===== config.mk =====
export PLATFORM = sky130hd
export DESIGN_NAME = sbd_decode_timing
export DESIGN_NICKNAME = d
export VERILOG_FILES = /design/src/logic/sbd_cond_eval.v /design/src/logic/sbd_decode_timing.v
export VERILOG_INCLUDE_DIRS = /design/src /design/src/logic
export SDC_FILE = /design/constraint.sdc
export NUM_CORES = 1
export LEC_CHECK = 0
export ABC_AREA = 1
export BUFFER_PORTS_ARGS = -buffer_cell sky130_fd_sc_hd__buf_2
export CAP_MARGIN = 30
export CELL_PAD_IN_SITES_DETAIL_PLACEMENT = 0
export CELL_PAD_IN_SITES_GLOBAL_PLACEMENT = 1
export CORE_UTILIZATION = 42
export DETAILED_ROUTE_END_ITERATION = 10
export GPL_TIMING_DRIVEN = 0
export PLACE_DENSITY = 0.95
export SLEW_MARGIN = 20
export SYNTH_ARGS = -nofsm -noshare
export SYNTH_HDL_FRONTEND = slang
export SYNTH_SLANG_ARGS = --single-unit

===== constraint.sdc =====
create_clock -name ref_clk -period 6.03 [get_ports ref_clk]
set_clock_uncertainty 0.2 [all_clocks]
set_input_delay 0.3015 -clock ref_clk [delete_from_list [all_inputs] [get_ports ref_clk]]
set_output_delay 0.3015 -clock ref_clk [all_outputs]
set_load 0.05 [all_outputs]

===== src/logic/sbd_consts.vh =====
`ifndef SBD_CONSTS_VH
`define SBD_CONSTS_VH

// ***********************************************
// opcode patterns
// ***********************************************
`define SBD_AND_TO_RM     7'h11
`define SBD_AND_TO_REG    7'h10
`define SBD_JCC_HIGH      4'h7
`define SBD_JCOUNT_ZERO   8'hE3
`define SBD_MODE_REGREG   2'h3

// ***********************************************
// field positions
// ***********************************************
`define SBD_W_BIT         0
`define SBD_D_BIT         1
`define SBD_MODE_HI       7
`define SBD_MODE_LO       6
`define SBD_REGA_HI       5
`define SBD_REGA_LO       3
`define SBD_REGB_HI       2
`define SBD_REGB_LO       0

// ***********************************************
// timing counts in clocks
// ***********************************************
`define SBD_CLK_AND       4'h1
`define SBD_CLK_FALL      4'h1
`define SBD_CLK_TAKEN     4'h4
`define SBD_CLK_ODD_EXTRA 4'h1

// ***********************************************
// reset values and state codes
// ***********************************************
`define SBD_RST_ADDR      16'h0000
`define SBD_ST_OPCODE     2'h0
`define SBD_ST_OPERAND    2'h1
`define SBD_ST_EXEC       2'h2

`endif


===== src/logic/sbd_cond_eval.v =====
`include "sbd_consts.vh"

// ***********************************************
// branch condition evaluation, purely combinational
// ***********************************************
module sbd_cond_eval #(
  parameter CNT_W = 16
) (
  input  wire [7:0]       opcode,
  input  wire             carryFlag,
  input  wire             zeroFlag,
  input  wire             signFlag,
  input  wire             overflowFlag,
  input  wire             parityFlag,
  input  wire [CNT_W-1:0] loopCountRegister,
  output reg              isShortJump,
  output reg              jumpTaken
);

  reg baseCond;

  // even 7x codes test the plain condition, odd 7x codes its inverse; E3 tests the count for zero
  always @*
  begin
    case (opcode[3:1])
      3'h0:    baseCond = overflowFlag;
      3'h1:    baseCond = carryFlag;
      3'h2:    baseCond = zeroFlag;
      3'h3:    baseCond = carryFlag | zeroFlag;
      3'h4:    baseCond = signFlag;
      3'h5:    baseCond = parityFlag;
      3'h6:    baseCond = signFlag ^ overflowFlag;
      3'h7:    baseCond = (signFlag ^ overflowFlag) | zeroFlag;
      default: baseCond = 1'b0;
    endcase
  end

  always @*
  begin
    isShortJump = 1'b0;
    jumpTaken   = 1'b0;
    if (opcode[7:4] == `SBD_JCC_HIGH)
    begin
      isShortJump = 1'b1;
      jumpTaken   = baseCond ^ opcode[0];
    end
    else if (opcode == `SBD_JCOUNT_ZERO)
    begin
      isShortJump = 1'b1;
      jumpTaken   = (loopCountRegister == {CNT_W{1'b0}});
    end
  end

endmodule // sbd_cond_eval


===== src/logic/sbd_decode_timing.v =====
`include "sbd_consts.vh"

module sbd_decode_timing #(
  parameter ADDR_W = 16,
  parameter CNT_W  = 16
) (
  input  wire              ref_clk,
  input  wire              rst,
  input  wire              fetchValid,
  input  wire [7:0]        fetchByte,
  input  wire [ADDR_W-1:0] fetchAddr,
  output wire              fetchReady,
  input  wire              carryFlag,
  input  wire              zeroFlag,
  input  wire              signFlag,
  input  wire              overflowFlag,
  input  wire              parityFlag,
  input  wire [CNT_W-1:0]  loopCountRegister,
  input  wire              busWait,
  output reg               decodeValid,
  output reg               isAnd,
  output reg               andWide,
  output reg               andToFirstReg,
  output reg  [2:0]        andRegHi,
  output reg  [2:0]        andRegLo,
  output reg               isShortJump,
  output reg               jumpTaken,
  output reg  [ADDR_W-1:0] jumpTarget,
  output reg  [3:0]        execClocks,
  output reg               unsupported,
  output reg               instrDone,
  output reg  [7:0]        elapsedClocks,
  output wire              busy
);

  // ***********************************************
  // state and storage
  // ***********************************************
  reg [1:0]        state_reg;
  reg [1:0]        state_next;
  reg [7:0]        opcode_reg;
  reg [ADDR_W-1:0] opAddr_reg;
  reg [3:0]        remain_reg;
  reg [3:0]        remain_next;
  reg [7:0]        elapsed_reg;
  reg [7:0]        elapsed_next;

  wire             condIsJump;
  wire             condTaken;
  wire             takeByte;
  wire             firstIsAnd;
  wire             heldIsAnd;
  wire [ADDR_W-1:0] nextInstrAddr;
  wire [ADDR_W-1:0] offsetExt;
  wire [ADDR_W-1:0] targetAddr;
  wire [3:0]        jumpCost;

  // ***********************************************
  // condition check
  // ***********************************************
  // flags are sampled when the offset byte arrives, so a flag
  // update from the previous instruction is already visible
  sbd_cond_eval #(
    .CNT_W (CNT_W)
  ) u_cond (
    .opcode            (opcode_reg),
    .carryFlag         (carryFlag),
    .zeroFlag          (zeroFlag),
    .signFlag          (signFlag),
    .overflowFlag      (overflowFlag),
    .parityFlag        (parityFlag),
    .loopCountRegister (loopCountRegister),
    .isShortJump       (condIsJump),
    .jumpTaken         (condTaken)
  );

  // ***********************************************
  // byte handshake
  // ***********************************************
  // no bytes accepted while an instruction is timing out
  assign fetchReady = (state_reg != `SBD_ST_EXEC);
  assign busy       = (state_reg != `SBD_ST_OPCODE);
  assign takeByte   = fetchValid & fetchReady;

  assign firstIsAnd = (fetchByte[7:1] == `SBD_AND_TO_RM) |
                      (fetchByte[7:1] == `SBD_AND_TO_REG);
  assign heldIsAnd  = (opcode_reg[7:1] == `SBD_AND_TO_RM) |
                      (opcode_reg[7:1] == `SBD_AND_TO_REG);

  // ***********************************************
  // jump target and cost
  // ***********************************************
  // the jump is two bytes, so the follower sits two past the opcode
  assign nextInstrAddr = opAddr_reg + {{(ADDR_W-2){1'b0}}, 2'h2};
  assign offsetExt     = {{(ADDR_W-8){fetchByte[7]}}, fetchByte};
  assign targetAddr    = nextInstrAddr + offsetExt;

  // odd targets need an extra fetch cycle to realign the queue
  assign jumpCost = !condTaken ? `SBD_CLK_FALL :
                    (targetAddr[0] ? (`SBD_CLK_TAKEN + `SBD_CLK_ODD_EXTRA)
                                   : `SBD_CLK_TAKEN);

  // ***********************************************
  // sequencer
  // ***********************************************
  always @*
  begin
    state_next   = state_reg;
    remain_next  = remain_reg;
    elapsed_next = elapsed_reg;
    case (state_reg)
      `SBD_ST_OPCODE:
      begin
        if (takeByte)
        begin
          if (firstIsAnd || fetchByte[7:4] == `SBD_JCC_HIGH ||
              fetchByte == `SBD_JCOUNT_ZERO)
          begin
            state_next = `SBD_ST_OPERAND;
          end
        end
      end
      `SBD_ST_OPERAND:
      begin
        if (takeByte)
        begin
          elapsed_next = 8'h00;
          if (heldIsAnd)
          begin
            // memory forms are not handled here
            if (fetchByte[7:6] == `SBD_MODE_REGREG)
            begin
              remain_next = `SBD_CLK_AND;
              state_next  = `SBD_ST_EXEC;
            end
            else
            begin
              state_next = `SBD_ST_OPCODE;
            end
          end
          else
          begin
            remain_next = jumpCost;
            state_next  = `SBD_ST_EXEC;
          end
        end
      end
      `SBD_ST_EXEC:
      begin
        elapsed_next = elapsed_reg + 8'h01;
        // a wait cycle stretches the instruction without consuming a clock
        if (!busWait)
        begin
          remain_next = remain_reg - 4'h1;
          if (remain_reg == 4'h1)
          begin
            state_next = `SBD_ST_OPCODE;
          end
        end
      end
      default:
      begin
        state_next = `SBD_ST_OPCODE;
      end
    endcase
  end

  always @(posedge ref_clk)
  begin
    if (rst)
    begin
      state_reg   <= `SBD_ST_OPCODE;
      opcode_reg  <= 8'h00;
      opAddr_reg  <= `SBD_RST_ADDR;
      remain_reg  <= 4'h0;
      elapsed_reg <= 8'h00;
    end
    else
    begin
      state_reg   <= state_next;
      remain_reg  <= remain_next;
      elapsed_reg <= elapsed_next;
      if (takeByte && state_reg == `SBD_ST_OPCODE)
      begin
        opcode_reg <= fetchByte;
        opAddr_reg <= fetchAddr;
      end
    end
  end

  // ***********************************************
  // decode results
  // ***********************************************
  // results stand until the next decode; the strobes last one cycle
  always @(posedge ref_clk)
  begin
    if (rst)
    begin
      decodeValid   <= 1'b0;
      isAnd         <= 1'b0;
      andWide       <= 1'b0;
      andToFirstReg <= 1'b0;
      andRegHi      <= 3'h0;
      andRegLo      <= 3'h0;
      isShortJump   <= 1'b0;
      jumpTaken     <= 1'b0;
      jumpTarget    <= `SBD_RST_ADDR;
      execClocks    <= 4'h0;
      unsupported   <= 1'b0;
    end
    else
    begin
      decodeValid <= 1'b0;
      unsupported <= 1'b0;
      if (takeByte && state_reg == `SBD_ST_OPCODE)
      begin
        // anything outside this block's opcode set is flagged and dropped
        if (!(firstIsAnd || fetchByte[7:4] == `SBD_JCC_HIGH ||
              fetchByte == `SBD_JCOUNT_ZERO))
        begin
          unsupported <= 1'b1;
        end
      end
      else if (takeByte && state_reg == `SBD_ST_OPERAND)
      begin
        if (heldIsAnd)
        begin
          if (fetchByte[7:6] == `SBD_MODE_REGREG)
          begin
            decodeValid   <= 1'b1;
            isAnd         <= 1'b1;
            isShortJump   <= 1'b0;
            jumpTaken     <= 1'b0;
            andWide       <= opcode_reg[`SBD_W_BIT];
            andToFirstReg <= opcode_reg[`SBD_D_BIT];
            andRegHi      <= fetchByte[`SBD_REGA_HI:`SBD_REGA_LO];
            andRegLo      <= fetchByte[`SBD_REGB_HI:`SBD_REGB_LO];
            execClocks    <= `SBD_CLK_AND;
          end
          else
          begin
            unsupported <= 1'b1;
          end
        end
        else if (condIsJump)
        begin
          decodeValid <= 1'b1;
          isAnd       <= 1'b0;
          isShortJump <= 1'b1;
          jumpTaken   <= condTaken;
          jumpTarget  <= condTaken ? targetAddr : nextInstrAddr;
          execClocks  <= jumpCost;
        end
      end
    end
  end

  // ***********************************************
  // completion
  // ***********************************************
  // elapsed count includes wait cycles, so it can exceed execClocks
  always @(posedge ref_clk)
  begin
    if (rst)
    begin
      instrDone     <= 1'b0;
      elapsedClocks <= 8'h00;
    end
    else
    begin
      instrDone <= 1'b0;
      if (state_reg == `SBD_ST_EXEC && !busWait && remain_reg == 4'h1)
      begin
        instrDone     <= 1'b1;
        elapsedClocks <= elapsed_reg + 8'h01;
      end
    end
  end

endmodule // sbd_decode_timing

==> results of run 1 <==
==> cells in the mapped netlist, types with 6 or more instances <==
master,count
nand2_1,154
nor2_1,110
inv_1,95
dfxtp_1,77
a21oi_1,53
o21ai_0,46
nand3_1,45
ha_1,23
nand4_1,16
xor2_1,14
clkbuf_1,11
xnor2_1,10
nand2_2,9
o21ai_1,9
nor2_2,7
nor3_1,7
buf_2,6
==> power breakdown <==
part	total (mW)	internal [mW]	switching [mW]	leakage, nW
sequential	0.542	0.525	0.0165	0.627
clock	0.527	0.285	0.241	0.138
combinational	0.250	0.0926	0.158	2.09
total	1.32	0.903	0.416	2.85
==> timing repair <==
item	in CTS	in global routing
resized for setup	0	0
hold buffers	8	0
hold endpoints to repair	8	0
==> worst min path at each step <==
stage / to / slack, ns / cells after the start
after floorplan: opAddr_reg[10] / 0.24 / 2
after global placement: andRegHi[1] / 0.23 / 2
after detailed placement: andRegLo[2] / 0.24 / 2
after CTS: opAddr_reg[11] / 0.02 / 3
after global routing: opAddr_reg[4] / 0.05 / 3
final: opAddr_reg[11] / 0.03 / 3
==> worst reg2reg max path, cell delays in order, from the launching register on <==
cell     delay [ns]
dfxtp_1        0.39
ha_1           0.21
nand3_1        0.13
nor3_1         0.31
xor2_1         0.39
ha_1           0.36
nand2_1        0.10
inv_1          0.04
nand2_1        0.05
nand2_1        0.07
nand2_1        0.10
nand2_1        0.05
a21oi_1        0.16
nand3_1        0.09
nand2_1        0.07
nand2_1        0.05
nand3_1        0.10
nand2_1        0.06
inv_1          0.05
==> cell families after synthesis <==
logic type	share of synthesized area
other cells	0.0007825
xor+xnor	0.04726
compound gates	0.1217
fa+ha+maj	0.06423
flops	0.3217
buf+inv	0.1068
simple gates	0.3376
==> metal layers <==
| metal | GRT usage | up-vias | wire length, µm | part of all wire |
|---|---|---|---|---|
| li1 | - | 2523 | - | - |
| met1 | 0.3050 | 2212 | 6172 | 0.47 |
| met2 | 0.4010 | 116 | 6165 | 0.47 |
| met3 | 0.04124 | 20 | 589 | 0.045 |
| met4 | 0.08880 | 0 | 299 | 0.023 |
| met5 | 0 | - | 0 | 0 |
==> through the flow <==
step           cell area [µm²]    util  setup WS (ns)
5_1_grt                   5781  0.5263          2.751
4_1_cts                   5781  0.5263          2.973
3_5_place_dp              5416  0.4932          2.998
2_1_floorplan             4796       -          3.565
3_3_place_gp              5416  0.4932          3.053
6_report                  5781  0.5263          2.977
==> layout make-up <==
cell class	count	area (µm²)	area share
Multi-Input combinational cell	528	2743	0.4745
Clock buffer	9	225.2	0.03896
Clock inverter	7	58.81	0.01017
Buffer	23	140.1	0.02424
Tap cell	140	175.2	0.03030
Inverter	99	371.6	0.06429
Sequential cell	77	1541	0.2667
Timing Repair Buffer	97	525.5	0.09091
==> parameters.txt, run 1 <==
Parameter                              Value

Run status
  Status    complete, no violations

Setup path
  Cell-by-cell listing of the critical path    ha_1 -> nand3_1 -> nor3_1 -> xor2_1 -> ha_1 -> nand2_1 -> inv_1 -> nand2_1 -> nand2_1 -> nand2_1 -> nand2_1 -> a21oi_1 -> nand3_1 -> nand2_1 -> nand2_1 -> nand3_1 -> nand2_1 -> inv_1
  Critical Path Max Stage Delay    0.39 ns
  Library cell contributing the largest single delay on the critical path    dfxtp_1
  Setup slack, reg-to-reg    2.98 ns
  Worst setup path endpoint    jumpTarget[15]
  Cell family with most CP delay    simple AND/OR/NAND/NOR gates
  Startpoint of the most critical register-to-register path    opAddr_reg[2]
  CP Launch Type    flip-flop
  Crit Path Class    reg -> reg
  Worst EP arrival    about 3.2 ns
  Type of destination of the critical path    flip-flop
  Top cell by count, worst path    nand2_1
  Buf+Inv Stages, Crit Path    2
  Total number of cells along the worst setup path    18
  Setup crit start    opAddr_reg[2]
  Max FO, Critical Path    4
  Length in cells of the worst reg-to-reg path    18
  Required time of the critical path    just over 6 ns
  Endpoint of the worst-slack reg-to-reg timing path    jumpTarget[15]

Logic synthesis
  Top-area cell type share of the netlist area    0.3217
  Sequential share of the synthesized area    0.3217
  Top post-synthesis cells by area    dfxtp_1 (32%), nand2_1 (12%), nor2_1 (8.6%), inv_1 (7.4%), ha_1 (6.0%)
  Synthesized cell area    between 0.004 and 0.005 mm²
  Most used DFF post-synth    dfxtp_1
  Count of cell types in the netlist    37
  Avg Inst Size Synth    between 6 and 7 µm²
  Post-synthesis cell type with the largest combined area    dfxtp_1
  Total number of yosys warnings    0
  Number of synthesized register bits    a little under 80
  Number of synthesized flops with an enable pin    0
  Gate Count Post-Synth    roughly 730
  Share of synthesized flip-flops with an asynchronous set or reset    0

Timing
  Final Cycle Share    0.5064
  Slew @ Worst Pin    0.5605 ns
  Worst hold-check slack    roughly 0.030 ns
  Final setup fails    0
  Max Transition Viols Final    0
  Total negative slack    0 ns
  Headroom to the max-slew limit    0.6264
  Max Fclk    between 0.3 and 0.4 GHz
  Clock period minus final worst setup slack    3.054 ns
  Final count of hold timing violations    0
  Setup repair after global routing missed its margin    false

GRT
  Vias in the first global route    4528
  Total congestion overflow    0
  Largest net degree at the start of global routing    16
  Initial antenna violation count    0
  Global-route wire length before repair    21710 µm
  Global-route usage over all layers    0.2388

Clocking
  CTS HTree Levels    3
  Worst-skew pair later-pin latency    0.35 ns
  Setup fix buffers added after clock tree synthesis    0
  TritonCTS Buffers    9
  Sink count of the clock tree    between 70 and 80
  Clock-pin slew on the worst setup and hold paths    0.06 ns
  CTS tree    yes
  Maximum root-to-sink buffer count    2
  CTS Root Cell    clkbuf_16

Drt
  Antenna Nets Post-Route    0
  Iter 0 DRT Violations    ~250
  DR vias/cell    just under 5
  Total number of vias    between 4000 and 5000
  Final routed wire length divided by cell count    roughly 13 µm
  TritonRoute pass-1 iters    5
  DRC violations left    0
  Total Routed Length    13230 µm

Finish
  Area growth syn-to-layout    20.63%
  Final cell count without fillers    slightly below 1000
  Most frequent standard cell in the layout excluding fill and tap cells    nand2_1
  Fraction of final layout cells sized beyond drive strength 1    0.1810
  Filler cell count in the final layout    1133
  Final-stage net count    approximately 900
  Commonest cells after routing, fill and taps aside    nand2_1 (154), nor2_1 (110), inv_1 (95), buf_2 (95), dfxtp_1 (77)
  Diodes inserted    0

Floorplanning
  Die Area    about 0.012 mm²
  Num rows    38
  Core Footprint    around 0.011 mm²
  Number of I/O pins    93
  Horizontal extent of the die    roughly 110 µm
  Starting utilization of the core area    0.4363
  Chip height    between 100 and 150 µm

Power
  Leakage power of the design    roughly 2.9 nW
  Post-route total power    between 1 and 1.5 mW
  Largest vdd supply drop    between 0.0001 and 0.00015 V
  PwrDens    roughly 230 mW/mm²

Flow run
  MaxCap Viol Count    0

Placed design
  Cell count after placement    roughly 960
  Gp weighted congestion    0.8612
  Total half-perimeter wirelength after legalization and detailed placement    approximately 10000 µm
  Number of buffers inserted by port buffering    slightly below 90

Worst hold path
  Hold path startpoint    fetchAddr[11]
  Hold/Removal Path Class    in -> reg
Power figures use the tool's default switching activity.
==> inputs of run 2 (changes only) <==
Settings changed: ABC_AREA 1 to 0, CORE_UTILIZATION 42 to 40, PLACE_DENSITY 0.95 to 0.9.
Clock period 6.03 ns to 2.9 ns, I/O delays scaled along.
==> run 2 against run 1 <==
The flow now finishes with violations (setup timing). Global-route usage fell by 1.3 points. Sequential cell count did not move. Non-clock buffer count rose by 44. Sequential share of layout area fell by 0.46 points. Cell count fell by 16%. Critical path type unchanged. Critical endpoint is now jumpTarget[12].
==> parameters.txt, run 2 <==
Parameter                              Value

Run status
  Status    finished with violations
  Failing checks    setup timing

Finish
  Final standard cell utilization of the core    0.5714 (+0.04508)
  Diodes inserted    0 (unchanged)
  Fraction of final layout cells sized beyond drive strength 1    0.2924 (+0.1114)
  Area growth syn-to-layout    36.40%
  Most frequent standard cell in the layout excluding fill and tap cells    buf_2
  Non-Filler Cell Area, Final    0.005978 mm² (+3.4%)
  Commonest cells after routing, fill and taps aside    buf_2 (92), nand2_1 (73), dfxtp_1 (69), nor2_1 (60), a21oi_1 (42)
  Final-stage net count    752 (-17%)

Drt
  Antenna Nets Post-Route    0 (unchanged)
  Iter 0 DRT Violations    259 (+4.0%)
  Total number of vias    4466 (-8.3%)
  Total Routed Length    12790 µm (-3.3%)
  TritonRoute pass-1 iters    5 (unchanged)
  DRC violations left    0 (unchanged)
  DR vias/cell    5.446 (+9.6%)
  Final routed wire length divided by cell count    15.60 µm (+16%)

Placed design
  Post-placement cell area    0.005037 mm² (-7.0%)
  Total half-perimeter wirelength after legalization and detailed placement    9108 µm (-11%)
  Gp weighted congestion    0.8731 (+1.4%)
  Setup slack after placement    -0.5287 ns (-3.527 ns)
  Number of buffers inserted by port buffering    89 (unchanged)

Flow run
  MaxCap Viol Count    0 (unchanged)

Setup path
  Library cell contributing the largest single delay on the critical path    or4_1
  Critical Path Max Stage Delay    0.41 ns (+0.02 ns)
  Cell-by-cell listing of the critical path    ha_4 -> nand3_2 -> nand2b_4 -> xnor2_4 -> ha_4 -> and4_4 -> a221oi_4 -> o21ai_2 -> or4_1 -> a31o_2 -> a211oi_2
  Top cell by count, worst path    ha_4
  Required time of the critical path    2.98 ns (-3.15 ns)
  Max FO, Critical Path    5 (+1)
  Worst EP arrival    3.08 ns (-0.07 ns)
  Crit Path Class    reg -> reg
  Setup slack, reg-to-reg    -0.11 ns (-3.08 ns)
  Type of destination of the critical path    flip-flop
  CP Launch Type    flip-flop

Clocking
  TritonCTS Buffers    9 (unchanged)
  Worst-skew pair later-pin latency    0.36 ns (about the same)
  CTS tree    yes
  Maximum root-to-sink buffer count    2 (unchanged)
  Sink count of the clock tree    77 (unchanged)
  CTS Root Cell    clkbuf_8
  CTS HTree Levels    3 (unchanged)
  Clock-pin slew on the worst setup and hold paths    0.09 ns (+0.03 ns)

Timing
  Slew @ Worst Pin    0.9382 ns (+0.3778 ns)
  Final count of hold timing violations    0 (unchanged)
  Final Cycle Share    1.037 (+0.5305)
  Max Fclk    0.3326 GHz (+1.6%)
  Headroom to the max-slew limit    0.3732 (-0.2532)
  Final setup fails    3 (+3)
  Clock period minus final worst setup slack    3.007 ns (-0.04662 ns)
  Max Transition Viols Final    0 (unchanged)
  Setup repair after global routing missed its margin    true
  Slack of the critical path    -0.1069 ns (-3.083 ns)
  Total negative slack    -0.2144 ns (-0.2144 ns)

GRT
  Largest net degree at the start of global routing    15 (-1)
  Global-route wire length before repair    20280 µm (-6.6%)
  Vias in the first global route    4141 (-8.5%)
  Initial antenna violation count    0 (unchanged)
  Global-route usage over all layers    0.2261 (-0.01265)
  Total congestion overflow    0 (unchanged)

Floorplanning
  Die Area    0.01138 mm² (-3.9%)
  Number of I/O pins    93 (unchanged)
  Core Footprint    0.01046 mm² (-4.7%)
  Starting utilization of the core area    0.4189 (-0.01740)
  Chip height    106.7 µm (-2.0%)
  Horizontal extent of the die    106.7 µm (-2.0%)
  Num rows    37 (-2.6%)

Worst hold path
  Hold/Removal Path Class    in -> reg

Logic synthesis
  Number of synthesized register bits    77 (unchanged)
  Most used DFF post-synth    dfxtp_1
  Most instantiated library cell after synthesis    dfxtp_1
  Sequential share of the synthesized area    0.3517 (+0.03003)
  Synthesized cell area    0.004383 mm² (-8.5%)
  Top-area cell type share of the netlist area    0.3517 (+0.03003)
  Gate Count Post-Synth    531 (-27%)
  Count of cell types in the netlist    68 (+84%)
  Top post-synthesis cells by area    dfxtp_1 (35%), ha_1 (6.6%), nand2_1 (6.3%), nor2_1 (5.3%), a21oi_1 (5.0%)
  Post-synthesis cell type with the largest combined area    dfxtp_1
  Number of synthesized flops with an enable pin    0 (unchanged)
  Avg Inst Size Synth    8.254 µm² (+25%)
  Total number of yosys warnings    0 (unchanged)
  Most frequent cells after synthesis    dfxtp_1 (77), nand2_1 (73), nor2_1 (62)
  Share of synthesized flip-flops with an asynchronous set or reset    0 (unchanged)

Power
  Leakage power of the design    2.491 nW (-13%)
  Post-route total power    2.334 mW (+77%)
  PwrDens    390.5 mW/mm² (+71%)
  Largest vdd supply drop    0.0002441 V (+82%)
## run 2: layer usage
layer / wire (µm) / part of all wire / track usage / up-vias
li1: - / - / - / 2200
met1: 5818 / 0.45 / 0.3011 / 2082
met2: 6001 / 0.47 / 0.3691 / 158
met3: 704 / 0.055 / 0.03708 / 26
met4: 266 / 0.021 / 0.07926 / 0
met5: 0 / 0 / 0 / -
## run 2: per-stage QoR
step	cells	hold slack, ns
floorplan	532	0.07345
global placement	757	0.1849
detailed placement	757	0.1841
CTS	816	0.04868
global route	820	0.09046
finish	820	0.06957
## run 2: cells by family (layout without fill, tap and decap cells)
group	count (synthesis)	in the layout	synth area share
buffers and inverters	36	188	0.03854
adders and majority gates	24	24	0.07023
xor gates and xnor gates	29	29	0.05795
muxes	21	21	0.04881
other	1	2	0.0008556
DFF	77	77	0.3517
and+or+nand+nor	217	217	0.2375
AOI/OAI and AO/OA	126	126	0.1944
## run 2: final timing paths
kind,startpoint,end,cells past startpoint
worst max register to register,opAddr_reg[1],jumpTarget[12],11
worst max-delay path,opAddr_reg[1],jumpTarget[12],11
worst min register to register,isAnd,isAnd,2
worst min-delay path,rst,jumpTarget[2],3
## run 2: repair_timing
action                     in CTS  in global routing
buffers inserted               18                  5
setup endpoints to repair       6                  6
hold endpoints to repair       32                  0
hold buffers                   25                  0
gates resized for setup        46                 17
pin swaps                      19                 16
## run 2: critical path: cells and delay by family (launching register included)
family,cells,cell delay (ns)
xor gates and xnor gates,1,0.20
and+or+nand+nor,4,0.92
DFF,1,0.39
adders and majority gates,2,0.40
AOI/OAI and AO/OA,4,0.82
## run 2: power breakdown
group | leakage [nW] | internal [mW] | switching (mW)
registers | 0.630 | 1.08 | 0.0296
logic | 1.77 | 0.226 | 0.251
clock network | 0.0872 | 0.318 | 0.433
## run 2: cell type report
cell class | count | area (µm²)
Fill cell | 995 | 4484
Multi-Input combinational cell | 419 | 3029
Sequential cell | 77 | 1567
Timing Repair Buffer | 136 | 868.3
Tap cell | 136 | 170.2
Buffer | 28 | 138.9
Clock buffer | 10 | 127.6
Clock inverter | 6 | 47.55
Inverter | 8 | 30.03
==> inputs of run 3 (changes only) <==
Settings changed: BUFFER_PORTS_ARGS -buffer_cell sky130_fd_sc_hd__buf_2 to not set, CORE_UTILIZATION 40 to 47, DONT_BUFFER_PORTS set to 1, PLACE_DENSITY 0.9 to 0.91.
==> run 3 against run 2 <==
The run still ends with setup timing left. Final area down 7.0%. Fmax up 2.4%. Cell count down 14%. Wire length down 1.2%. Utilization up 5.4 points. Via count down 7.9%. Largest cell class unchanged.
==> parameters.txt, run 3 (synthesis gave the netlist of run 2 again) <==
Parameter                              Value

Run status
  Status    finished with violations
  Failing checks    setup timing

Power
  Post-route total power    2.398 mW (+2.7%)
  Leakage power of the design    2.077 nW (-17%)
  PwrDens    431.4 mW/mm² (+10%)
  Largest vdd supply drop    0.0002277 V (-6.7%)

Floorplanning
  Horizontal extent of the die    98.57 µm (-7.6%)
  Chip height    98.57 µm (-7.6%)
  Starting utilization of the core area    0.4930 (+0.07404)
  Core Footprint    0.008891 mm² (-15%)
  Number of I/O pins    93 (unchanged)
  Die Area    0.009716 mm² (-15%)
  Num rows    34 (-8.1%)

Placed design
  Number of buffers inserted by port buffering    0 (-100%)
  Gp weighted congestion    0.8630 (-1.2%)
  Setup slack after placement    -0.5266 ns (+0.002082 ns)
  Cell count after placement    640 (-15%)
  Total half-perimeter wirelength after legalization and detailed placement    8784 µm (-3.6%)
  Post-placement cell area    0.004557 mm² (-9.5%)

Timing
  Final count of hold timing violations    0 (unchanged)
  Worst hold-check slack    0.06187 ns (-0.007701 ns)
  Slew @ Worst Pin    1.013 ns (+0.07447 ns)
  Total negative slack    -0.04013 ns (+0.1743 ns)
  Max Fclk    0.3407 GHz (+2.4%)
  Max Transition Viols Final    0 (unchanged)
  Slack of the critical path    -0.03531 ns (+0.07156 ns)
  Final Cycle Share    1.012 (-0.02468)
  Clock period minus final worst setup slack    2.935 ns (-0.07156 ns)
  Setup repair after global routing missed its margin    true
  Final setup fails    2 (-1)
  Headroom to the max-slew limit    0.3249 (-0.04829)

Setup path
  Library cell contributing the largest single delay on the critical path    or4_1
  Type of destination of the critical path    flip-flop
  Cell-by-cell listing of the critical path    ha_1 -> and3_4 -> nand3_4 -> xnor2_2 -> ha_4 -> and4_1 -> a221oi_2 -> o21ai_2 -> or4_1 -> a31o_2 -> a211oi_2
  CP Launch Type    flip-flop
  Required time of the critical path    2.98 ns (about the same)
  Buf+Inv Stages, Crit Path    0 (unchanged)
  Worst EP arrival    3.02 ns (-0.06 ns)
  Cell family with most CP delay    simple AND/OR/NAND/NOR gates
  Critical Path Max Stage Delay    0.41 ns (about the same)
  Max FO, Critical Path    6 (+1)
  Crit Path Class    reg -> reg

Drt
  TritonRoute pass-1 iters    4 (-1)
  DRC violations left    0 (unchanged)
  Total Routed Length    12640 µm (-1.2%)
  DR vias/cell    5.860 (+7.6%)
  Final routed wire length divided by cell count    18.01 µm (+15%)
  Antenna Nets Post-Route    0 (unchanged)
  Total number of vias    4114 (-7.9%)
  Iter 0 DRT Violations    196 (-24%)

Clocking
  Worst-skew pair later-pin latency    0.36 ns (about the same)
  CTS tree    yes
  CTS Root Cell    clkbuf_8
  CTS HTree Levels    3 (unchanged)
  Clock-pin slew on the worst setup and hold paths    0.09 ns (about the same)
  Maximum root-to-sink buffer count    2 (unchanged)
  TritonCTS Buffers    9 (unchanged)
  Sink count of the clock tree    77 (unchanged)

Finish
  Final-stage net count    662 (-12%)
  Non-Filler Cell Area, Final    0.005558 mm² (-7.0%)
  Final cell count without fillers    702 (-14%)
  Fraction of final layout cells sized beyond drive strength 1    0.1919 (-0.1005)
  Commonest cells after routing, fill and taps aside    nand2_1 (72), dfxtp_1 (68), nor2_1 (59), a21oi_1 (41), dlygate4sd3_1 (28)
  Most frequent standard cell in the layout excluding fill and tap cells    nand2_1
  Diodes inserted    0 (unchanged)
  Final standard cell utilization of the core    0.6251 (+0.05371)
  Area growth syn-to-layout    26.81%

GRT
  Global-route wire length before repair    20130 µm (-0.75%)
  Total congestion overflow    0 (unchanged)
  Initial antenna violation count    0 (unchanged)
  Global-route usage over all layers    0.2651 (+0.03898)
  Vias in the first global route    3998 (-3.5%)
  Largest net degree at the start of global routing    16 (+1)

Worst hold path
  Hold/Removal Path Class    in -> reg

Flow run
  MaxCap Viol Count    0 (unchanged)
==> run 3: cell types whose count changed in the layout (fill, tap and decap cells not counted), moves of 3 or more <==
cell,delta
buf_2,-88
ha_1,-3
dlygate4sd3_1,+3
buf_4,-3
==> run 3: metal layers <==
layer / up-vias / GRT usage / routed length (µm)
met5: - / 0 / 0
met4: 0 / 0.1194 / 342
met3: 27 / 0.05532 / 787
met2: 136 / 0.4328 / 5939
met1: 1934 / 0.3381 / 5574
li1: 2017 / - / -
==> run 3: worst register-to-register path: stages (launching register included) <==
cell and delay [ns]:
dfxtp_4 0.39, ha_1 0.15, and3_4 0.20, nand3_4 0.08, xnor2_2 0.21, ha_4 0.24
and4_1 0.21, a221oi_2 0.25, o21ai_2 0.13, or4_1 0.42, a31o_2 0.23, a211oi_2 0.16
==> run 3: power by group <==
part | total (mW) | internal [mW] | switching, mW
Combinational | 0.424 | 0.199 | 0.226
Sequential | 1.11 | 1.08 | 0.0312
Clock | 0.866 | 0.411 | 0.455
Total | 2.40 | 1.69 | 0.712
==> run 3: layout make-up <==
cell class | instances | area, µm²
timing repair buffer | 46 | 412.9
multi-input combinational | 419 | 3065
sequential | 77 | 1570
tap | 108 | 135.1
clock inverter | 7 | 81.33
fill | 797 | 3333
clock buffer | 9 | 123.9
inverter | 8 | 30.03
buffer | 28 | 138.9
==> run 3: worst paths after layout <==
kind | start | end | slack, ns | depth (start not counted)
worst min register to register | opcode_reg[5] | opcode_reg[5] | 0.28 | 2
worst min-delay path | rst | jumpTarget[2] | 0.06 | 3
worst max register to register | opAddr_reg[1] | jumpTarget[12] | -0.04 | 11
worst max-delay path | opAddr_reg[1] | jumpTarget[12] | -0.04 | 11
==> run 3: repair_timing <==
action | in CTS | in global routing
gates resized for setup | 55 | 10
hold buffers | 28 | 0
buffers inserted | 15 | 2
pin swaps | 24 | 7
endpoints found under the setup margin | 6 | 6
hold endpoints to repair | 42 | 0
